==> config.mk <==
export PLATFORM = sky130hd
export DESIGN_NAME = device_control_regs
export DESIGN_NICKNAME = d
export VERILOG_FILES = /design/src/shared/devctl_pkg.sv /design/src/hw/device_control_regs.sv
export SDC_FILE = /design/constraint.sdc
export NUM_CORES = 1
export LEC_CHECK = 0
export BUFFER_PORTS_ARGS = -buffer_cell sky130_fd_sc_hd__buf_2
export CAP_MARGIN = 5
export CORE_MARGIN = 2
export CORE_UTILIZATION = 49
export CTS_BUF_LIST = sky130_fd_sc_hd__clkbuf_8
export CTS_CLUSTER_SIZE = 20
export DETAILED_ROUTE_END_ITERATION = 16
export GPL_TIMING_DRIVEN = 0
export PLACE_DENSITY = 0.9
export SLEW_MARGIN = 20
export SYNTH_ARGS = -nofsm -noshare
export SYNTH_HDL_FRONTEND = slang
export SYNTH_SLANG_ARGS = --single-unit
==> constraint.sdc <==
create_clock -name sys_clk_i -period 2 [get_ports sys_clk_i]
set_input_delay 0.2 -clock sys_clk_i [delete_from_list [all_inputs] [get_ports sys_clk_i]]
set_output_delay 0.2 -clock sys_clk_i [all_outputs]
set_load 0.02 [all_outputs]
==> src/shared/devctl_pkg.sv <==
// Purpose: Constants and carrier types for the device control register bank.
// Assumes: 32-bit register port, byte addresses; control and status sit two bytes apart in one word.
// Notes:   Contract
// Contract
// Upstream port latches 8-bit power limit value into capability bits 25:18.
// Upstream port latches power limit scale into bits 27:26, codes 0..3.
// Downstream ports keep both captured power limit fields at zero always.
// Control bits 0..3 are read-write error reporting enables, reset zero.
// Relaxed ordering enable bit 4 reads zero; never set in own requests.
// Bits 7:5 select max payload 128..2048 bytes, read-write, reset zero.
// Reserved payload codes 5..7 behave as 128-byte maximum payload.
// Extended tag bit 8 read-write; with sequential tagging, tag span 31 or 255.
// Phantom function enable bit 9 is hardwired to zero.
// Aux power PM enable bit 10 is read-only zero.
// No-snoop enable bit 11 reads zero; own requests never set, forwarded unchanged.
// Max read request bits 14:12 read zero; own requests at most 128 bytes.
// Errors are recorded in status flags regardless of reporting enables.
// Writes to read-only or reserved bits are ignored; fixed values read back.
package devctl_pkg;

   // Register byte addresses.
   localparam logic [11:0] DEV_CAP_ADDR     = 12'h044;
   localparam logic [11:0] DEV_CTL_ADDR     = 12'h048;
   localparam logic [11:0] DEV_STS_ADDR     = 12'h04A;
   localparam logic [11:0] IRQ_STATUS_ADDR  = 12'h050;
   localparam logic [11:0] IRQ_MASK_ADDR    = 12'h054;
   localparam logic [11:0] DEBUG_CTL_ADDR   = 12'h058;

   // Capability field positions.
   localparam int CAP_VALUE_LSB  = 18;
   localparam int CAP_SCALE_LSB  = 26;

   // Control field positions.
   localparam int CTL_MPS_LSB    = 5;
   localparam int CTL_ETAG_BIT   = 8;

   // Control bits that software may change (bits 0..3, 7:5, 8).
   localparam logic [15:0] CTL_WRITE_MASK = 16'h01EF;
   localparam logic [15:0] CTL_RESET      = 16'h0000;

   // Payload sizes in bytes.
   localparam logic [11:0] PAYLOAD_128  = 12'h080;
   localparam logic [11:0] PAYLOAD_256  = 12'h100;
   localparam logic [11:0] PAYLOAD_512  = 12'h200;
   localparam logic [11:0] PAYLOAD_1024 = 12'h400;
   localparam logic [11:0] PAYLOAD_2048 = 12'h800;

   // Tag spans under sequential tagging.
   localparam logic [7:0] TAG_MAX_SHORT = 8'h1F;
   localparam logic [7:0] TAG_MAX_LONG  = 8'hFF;

   // Largest own read request in bytes.
   localparam logic [11:0] OWN_READ_MAX = 12'h080;

   // Interrupt status bit positions.
   localparam int IRQ_POWER_MSG = 0;
   localparam int IRQ_CORR      = 1;
   localparam int IRQ_NONFATAL  = 2;
   localparam int IRQ_FATAL     = 3;
   localparam int IRQ_UNSUP     = 4;
   localparam int IRQ_WIDTH     = 5;

   // Power limit scale codes.
   typedef enum logic [1:0] {
      SCALE_1_0   = 2'h0,
      SCALE_0_1   = 2'h1,
      SCALE_0_01  = 2'h2,
      SCALE_0_001 = 2'h3
   } power_scale_type;

   // Slot power limit message content.
   typedef struct packed {
      logic            valid;
      logic [7:0]      value;
      power_scale_type scale;
   } power_msg_type;

   // Error detection pulses, one per class.
   typedef struct packed {
      logic unsupported;
      logic fatal;
      logic nonfatal;
      logic correctable;
   } error_event_type;

   // Register port request.
   typedef struct packed {
      logic [11:0] addr;
      logic [31:0] wdata;
      logic        wr;
      logic        rd;
   } reg_req_type;

endpackage

==> src/hw/device_control_regs.sv <==
// Purpose: Device control and captured slot power register bank of a switch port.
// Assumes: One clock, synchronous active-high reset, single-cycle register port.
// Notes:   Read data stands in the cycle after the read strobe only.
//
// The implementer's own choice: the plain strobed port.
`timescale 1ns/10ps
module device_control_regs #(
   parameter bit UPSTREAM = 1'b1
) (
   input  wire logic                        sys_clk_i,
   input  wire logic                        rst_i,
   input  wire devctl_pkg::reg_req_type     req_i,
   input  wire devctl_pkg::power_msg_type   power_msg_i,
   input  wire devctl_pkg::error_event_type error_i,
   input  wire logic                        seq_tag_i,
   input  wire logic                        tag_step_i,
   output logic [31:0]                      rdata_o,
   output logic                             irq_o,
   output logic [3:0]                       report_enable_o,
   output logic [3:0]                       error_message_o,
   output logic [11:0]                      max_payload_bytes_o,
   output logic [11:0]                      own_read_max_o,
   output logic                             own_relaxed_order_o,
   output logic                             own_no_snoop_o,
   output logic [7:0]                       next_tag_o
);

   // Whole state of the bank.
   typedef struct packed {
      logic [31:0]                      rdata;
      logic [7:0]                       cap_value;
      logic [1:0]                       cap_scale;
      logic [15:0]                      ctl;
      logic [3:0]                       err_flags;
      logic [devctl_pkg::IRQ_WIDTH-1:0] irq_status;
      logic [devctl_pkg::IRQ_WIDTH-1:0] irq_mask;
      logic                             irq;
      logic [3:0]                       err_msg;
      logic [11:0]                      payload;
      logic [7:0]                       tag;
   } state_type;

   state_type s_q;
   state_type s_d;

   // Maps the payload code to bytes; reserved codes fall back to 128.
   function automatic logic [11:0] payload_bytes(input logic [2:0] code);
      case (code)
         3'h0:    payload_bytes = devctl_pkg::PAYLOAD_128;
         3'h1:    payload_bytes = devctl_pkg::PAYLOAD_256;
         3'h2:    payload_bytes = devctl_pkg::PAYLOAD_512;
         3'h3:    payload_bytes = devctl_pkg::PAYLOAD_1024;
         3'h4:    payload_bytes = devctl_pkg::PAYLOAD_2048;
         default: payload_bytes = devctl_pkg::PAYLOAD_128;
      endcase
   endfunction

   // Next-state logic for registers, flags and derived outputs.
   always_comb begin
      logic [4:0] events;
      logic [7:0] tag_max;
      events = 5'h00;
      tag_max = 8'h00;
      s_d = s_q;
      s_d.rdata = 32'h0000_0000;

      // Captured slot power limit; downstream ports never update it.
      if (UPSTREAM && power_msg_i.valid) begin
         s_d.cap_value = power_msg_i.value;
         s_d.cap_scale = power_msg_i.scale;
      end
      if (!UPSTREAM) begin
         s_d.cap_value = 8'h00;
         s_d.cap_scale = 2'h0;
      end

      // Error flags log regardless of enables; enables gate only messages.
      s_d.err_flags = s_q.err_flags | error_i;
      s_d.err_msg = error_i & s_q.ctl[3:0];

      // Software write; only writable control bits change.
      if (req_i.wr) begin
         if (req_i.addr == devctl_pkg::DEV_CTL_ADDR) begin
            s_d.ctl = req_i.wdata[15:0] & devctl_pkg::CTL_WRITE_MASK;
         end else if (req_i.addr == devctl_pkg::DEV_STS_ADDR) begin
            s_d.err_flags = (s_q.err_flags & ~req_i.wdata[3:0]) | error_i;
         end else if (req_i.addr == devctl_pkg::IRQ_MASK_ADDR) begin
            s_d.irq_mask = req_i.wdata[devctl_pkg::IRQ_WIDTH-1:0];
         end
      end

      // Interrupt events: power message capture and each error class.
      events[devctl_pkg::IRQ_POWER_MSG] = UPSTREAM && power_msg_i.valid;
      events[devctl_pkg::IRQ_CORR]      = error_i.correctable;
      events[devctl_pkg::IRQ_NONFATAL]  = error_i.nonfatal;
      events[devctl_pkg::IRQ_FATAL]     = error_i.fatal;
      events[devctl_pkg::IRQ_UNSUP]     = error_i.unsupported;

      // Register reads; fixed bits read as zero, interrupt status clears on read.
      if (req_i.rd) begin
         if (req_i.addr == devctl_pkg::DEV_CAP_ADDR) begin
            s_d.rdata[devctl_pkg::CAP_VALUE_LSB +: 8] = s_q.cap_value;
            s_d.rdata[devctl_pkg::CAP_SCALE_LSB +: 2] = s_q.cap_scale;
         end else if (req_i.addr == devctl_pkg::DEV_CTL_ADDR) begin
            s_d.rdata[15:0] = s_q.ctl;
         end else if (req_i.addr == devctl_pkg::DEV_STS_ADDR) begin
            s_d.rdata[3:0] = s_q.err_flags;
         end else if (req_i.addr == devctl_pkg::IRQ_STATUS_ADDR) begin
            s_d.rdata[devctl_pkg::IRQ_WIDTH-1:0] = s_q.irq_status;
            s_d.irq_status = '0;
         end else if (req_i.addr == devctl_pkg::IRQ_MASK_ADDR) begin
            s_d.rdata[devctl_pkg::IRQ_WIDTH-1:0] = s_q.irq_mask;
         end else if (req_i.addr == devctl_pkg::DEBUG_CTL_ADDR) begin
            s_d.rdata[0] = seq_tag_i;
         end
      end
      // A new event wins over the clear-on-read.
      s_d.irq_status = s_d.irq_status | events;
      s_d.irq = |(s_d.irq_status & s_d.irq_mask);

      // Effective payload limit from the selected code.
      s_d.payload = payload_bytes(s_d.ctl[devctl_pkg::CTL_MPS_LSB +: 3]);

      // Debug sequential tag generator; span set by the extended tag bit.
      tag_max = s_q.ctl[devctl_pkg::CTL_ETAG_BIT] ? devctl_pkg::TAG_MAX_LONG
                                                    : devctl_pkg::TAG_MAX_SHORT;
      if (!seq_tag_i) begin
         s_d.tag = 8'h00;
      end else if (tag_step_i) begin
         s_d.tag = (s_q.tag >= tag_max) ? 8'h00 : s_q.tag + 8'h01;
      end
   end

   // State register with synchronous reset.
   always_ff @(posedge sys_clk_i) begin
      if (rst_i) begin
         s_q <= '0;
         s_q.ctl <= devctl_pkg::CTL_RESET;
         s_q.payload <= devctl_pkg::PAYLOAD_128;
      end else begin
         s_q <= s_d;
      end
   end

   // Outputs straight from the state register or constant.
   assign rdata_o             = s_q.rdata;
   assign irq_o               = s_q.irq;
   assign report_enable_o     = s_q.ctl[3:0];
   assign error_message_o     = s_q.err_msg;
   assign max_payload_bytes_o = s_q.payload;
   assign own_read_max_o      = devctl_pkg::OWN_READ_MAX;
   assign own_relaxed_order_o = 1'b0;
   assign own_no_snoop_o      = 1'b0;
   assign next_tag_o          = s_q.tag;

endmodule

Word-level counts from Yosys, hierarchy flattened. Index checks and enable logic that the tools add are counted.

Input port bits: 65. Output and inout bits: 75. Bits in registers: 82. Logic and storage cells: 67.

$lt $le $gt $ge: 1. Muxes and demuxes: 23. Bitwise operators: 11. Reductions and logical operators: 6. Equality and inequality tests: 10. Add/sub/neg operators: 1.

Operators with widths (number): 12-bit by 7-bit equality test with 1-bit output, second input constant (6); 5-bit 2-to-1 mux (11); 12-bit case mux with 4 select lines (1); 20-bit 2-to-1 mux (1); 4-bit 2-to-1 mux (4); 8-bit 2-to-1 mux (2); 9-bit 2-to-1 mux (1); 8-bit by 1-bit adder with 8-bit output, second input constant (1); 4-bit AND (2); 8-bit greater-or-equal comparator (1); 4-bit OR (2); 3-bit by 2-bit equality test with 1-bit output, second input constant (2); 3-bit OR reduction (2); 5-bit AND (1); 5-bit OR (1); 5-bit OR reduction (1); 1-bit inverter (4); 4-bit inverter (1); 4-bit OR reduction (1); 3-bit by 1-bit equality test with 1-bit output, second input constant (1); 3-bit equality test, second input constant (1); 1-bit 2-to-1 mux (3); 2-bit AND reduction (1); 2-bit OR reduction (1).

Logic depth before layout (Yosys ltp).
Depth in word-level cells: 9. Mapped depth: 7.

Least setup slack after synthesis. OpenSTA, ideal clock, no wires.

Path type: in2reg. Start point: input port req_i[37] (netlist name). End point: register s_q, in the netlist irq_o. Required time: 1.880 ns. Setup slack: 0.453 ns. Arrival: 1.428 ns. Stages on the path: 6. Cell sequence: buf_2 > and4bb_2 > nand4_2 > mux2i_1 > o22ai_1 > o31a_1.

Longest elaborated chain between the ends: 9. Elaborated cells between the ends (all ways): 17.

Ends and longest elaborated chain: start, declared (RTL line device_control_regs.sv:12) `input wire devctl_pkg::reg_req_type req_i,`; 12-bit by 7-bit equality test with 1-bit output (RTL line device_control_regs.sv:108) `end else if (req_i.addr == devctl_pkg::IRQ_STATUS_ADDR) begin`; 5-bit 2-to-1 mux (RTL line device_control_regs.sv:108); 5-bit 2-to-1 mux (RTL line device_control_regs.sv:106) `end else if (req_i.addr == devctl_pkg::DEV_STS_ADDR) begin`; 5-bit 2-to-1 mux (RTL line device_control_regs.sv:104) `end else if (req_i.addr == devctl_pkg::DEV_CTL_ADDR) begin`; 5-bit 2-to-1 mux (RTL line device_control_regs.sv:101) `if (req_i.addr == devctl_pkg::DEV_CAP_ADDR) begin`; 5-bit 2-to-1 mux (RTL line device_control_regs.sv:100) `if (req_i.rd) begin`; 5-bit OR (RTL line device_control_regs.sv:118) `s_d.irq_status = s_d.irq_status | events;`; 5-bit AND * (RTL line device_control_regs.sv:119) `s_d.irq = |(s_d.irq_status & s_d.irq_mask);`; 5-bit OR reduction * (RTL line device_control_regs.sv:119); end, declared (RTL line device_control_regs.sv:43) `state_type s_q;`.

Every way passes the cells marked *; elsewhere a longest branch is shown, timed or not. A chain may end at the register's enable or synchronous reset.

Final worst setup path.
Start point: input port req_i[43] (netlist name). End point: register s_q, in the netlist rdata_o[1].

Longest elaborated chain between the ends: 5. Elaborated cells between the ends (all ways): 10.

Ends and longest elaborated chain: 12-bit by 7-bit equality test with 1-bit output (RTL line device_control_regs.sv:111) `end else if (req_i.addr == devctl_pkg::IRQ_MASK_ADDR) begin`; 4-bit 2-to-1 mux (RTL line device_control_regs.sv:111); 5-bit 2-to-1 mux (RTL line device_control_regs.sv:108); 4-bit 2-to-1 mux (RTL line device_control_regs.sv:106); 5-bit 2-to-1 mux (RTL line device_control_regs.sv:104).

Parallel ways exist; a longest one is shown, timed or not.

==> metrics <==
die area 7400 µm²; CTS root buf clkbuf_8; Post-synth ARST share 0%; CP required 2.26 ns; clk_skew a little under 0.009 ns; iteration-0 DRC count of the detailed router 80; number of synthesized flops with an enable pin 0; RSZ-0062 raised after global routing no; CTS tree yes; Seq/Total Area, Yosys 41.9%; FMAX 604 MHz; initial antenna violation count 0; P per Cell Area 682 nW/µm²; post-synth top area cell dfxtp_1; Area Growth Syn to Fin 24.5%; Worst Tran Pin Value roughly 0.75 ns; DRC 0; r2r setup slk 0.38 ns; Worst Path Arrival 1.92 ns; vias in the first global route 2450; critical path depth 6; Yosys reg bits 69; # hold bufs at CTS 0; post-synthesis cell area 3300 µm²; ANT nets after route 0; nets 540; Slew Viols, Final 0; Max-cap violations 0; WS Path Type input port to flop; WL/cell 12.8 µm; placed cells 537; I/O pin total 140; R2R depth 7; Max transition margin 50.2%; Cell variety after synth 44; ys flop type dfxtp_1; layout cells sized above 1 38.0%; most frequent cells in the layout 83 x buf_2, 74 x buf_4, 69 x dfxtp_1, 44 x nor2_1, 34 x conb_1; worst path buffer plus inverter count 1; Hold Crit Depth 3; Total GRT Usage roughly a fifth; Row Count 29; critical-path cell list buf_2, nor4_4, nand3b_2, nor3b_1, a221oi_1, nor2_1; Cells after Synth 348; peak supply drop 0.328 mV; GRT overflow 0; via count 2641; initial core utilization just over 50%; Yosys top cell area share 41.9%; largest net degree at the start of global routing 12; CTS clock-pin slew for the worst setup and hold paths approximately 0.07 ns; DIE HEIGHT approximately 86 µm; Hold Crit Class input port to flop; Crit path largest cell delay 0.55 ns; crit end category flop; startpoint type of the worst setup path input port; Post-Route WL 7080 µm; first-pass GRT wire length 11000 µm; via/cell ratio about 4.8; YS warnings 0; Die W approximately 86 µm; DRT Pass-1 Iters 6; H-tree Lvls 3; CTS max path bufs 2; core box area 6420 µm²; Detail Placement HPWL 5200 µm; largest cells by area after synthesis dfxtp_1 42%, buf_4 17%, mux2i_1 7.6%, nor2_1 5.0%, and2_1 2.7%; Routability Congestion 0.911; Inserted Clock Buffers 9; Post-CTS Resized 0; most common cell after layout, fill and taps aside buf_2; clock sink count slightly below 70; Crit-path slowest cell nor3b_1; critical path fanouts, max 9; crit-path leading delay family simple AND/OR/NAND/NOR gates; min Tclk post-route 1.66 ns; post-route insts no fill between 500 and 600; Tcrit/Tclk final 82.8%; Fin. Hold Viols 0; post-CTS setup buffers 0; clock latency on the worst-skew pair about 0.34 ns; Avg Cell Area, Syn approximately 9.5 µm²; Ant. Diodes 0; Pleak 0.00217 µW; outcome finished clean; setup TNS 0 ns; # setup viols final 0; # port buffers 80
tightest hold or removal path: cells and delay by family:
| family | cells | cell delay, ns |
|---|---|---|
| buf+inv | 1 | 0.07 |
| mux | 1 | 0.05 |
| simple gates | 1 | 0.07 |
cell usage after synthesis, types with 4 or more instances:
cell type	number
a211oi_1	7
a21oi_1	15
and2_1	14
and3_1	6
buf_4	74
clkbuf_1	7
dfxtp_1	69
ha_1	4
mux2i_1	25
nand2_1	12
nand3_1	5
nand4_1	4
nor2_1	44
nor3_1	5
xnor2_1	4
xor2_1	6
metrics by stage:
stage	area, µm²	util (%)	worst slack [ns]	power [µW]	hold slack (ns)
2_1_floorplan	3420	-	0.453	1640	0.317
3_3_place_gp	3910	60.9	0.119	1720	0.434
6_report	4110	63.9	0.344	2800	0.0933
3_5_place_dp	3910	60.9	0.0904	1720	0.445
5_1_grt	4110	63.9	0.213	2900	0.102
4_1_cts	4110	63.9	0.345	2810	0.0828
final timing paths:
| check | start | endpoint |
|---|---|---|
| max | req_i[43] | rdata_o[1] |
| min reg2reg | s_q[58] | rdata_o[19] |
| max reg2reg | s_q[47] | next_tag_o[0] |
| min | power_msg_i[4] | s_q[59] |
final cells by class:
cell class | instances | area, µm²
Tap cell | 77 | 96.3
Buffer | 84 | 597
Inverter | 3 | 11.3
Fill cell | 546 | 2320
Timing Repair Buffer | 80 | 400
Clock buffer | 10 | 138
Sequential cell | 69 | 1380
Clock inverter | 6 | 53.8
Multi-Input combinational cell | 224 | 1430
sequential cells by signal, summed over array words and instances, names as in the netlist:
register / flops
s_q: 28
rdata_o: 19
next_tag_o: 8
max_payload_bytes_o: 5
error_message_o: 4
report_enable_o: 4
irq_o: 1
where the power goes:
group | internal [µW] | switching [µW] | leakage [µW]
clock network | 596 | 501 | 0.000107
registers | 1400 | 15.0 | 0.000561
logic | 119 | 167 | 0.00151
cells by family (layout without fill, tap and decap cells):
| family | count (synthesis) | count (layout) | share of synthesized area [%] |
|---|---|---|---|
| AOI/OAI and AO/OA | 40 | 40 | 8.01 |
| xor gates and xnor gates | 10 | 10 | 2.66 |
| adders and majority gates | 4 | 4 | 1.52 |
| buffers and inverters | 87 | 183 | 18.4 |
| DFF | 69 | 69 | 41.9 |
| muxes | 25 | 25 | 7.59 |
| other | 2 | 34 | 0.228 |
| and+or+nand+nor | 111 | 111 | 19.7 |
metal layers:
| metal | GRT usage (%) | share of wire (%) | wire, µm |
|---|---|---|---|
| met3 | 4.14 | 6.7 | 474 |
| met2 | 33.2 | 50 | 3520 |
| met5 | 0 | 0 | 0 |
| met1 | 22.0 | 41 | 2930 |
| met4 | 9.67 | 2.2 | 155 |
No activity file was read; power rests on OpenSTA's default activity.
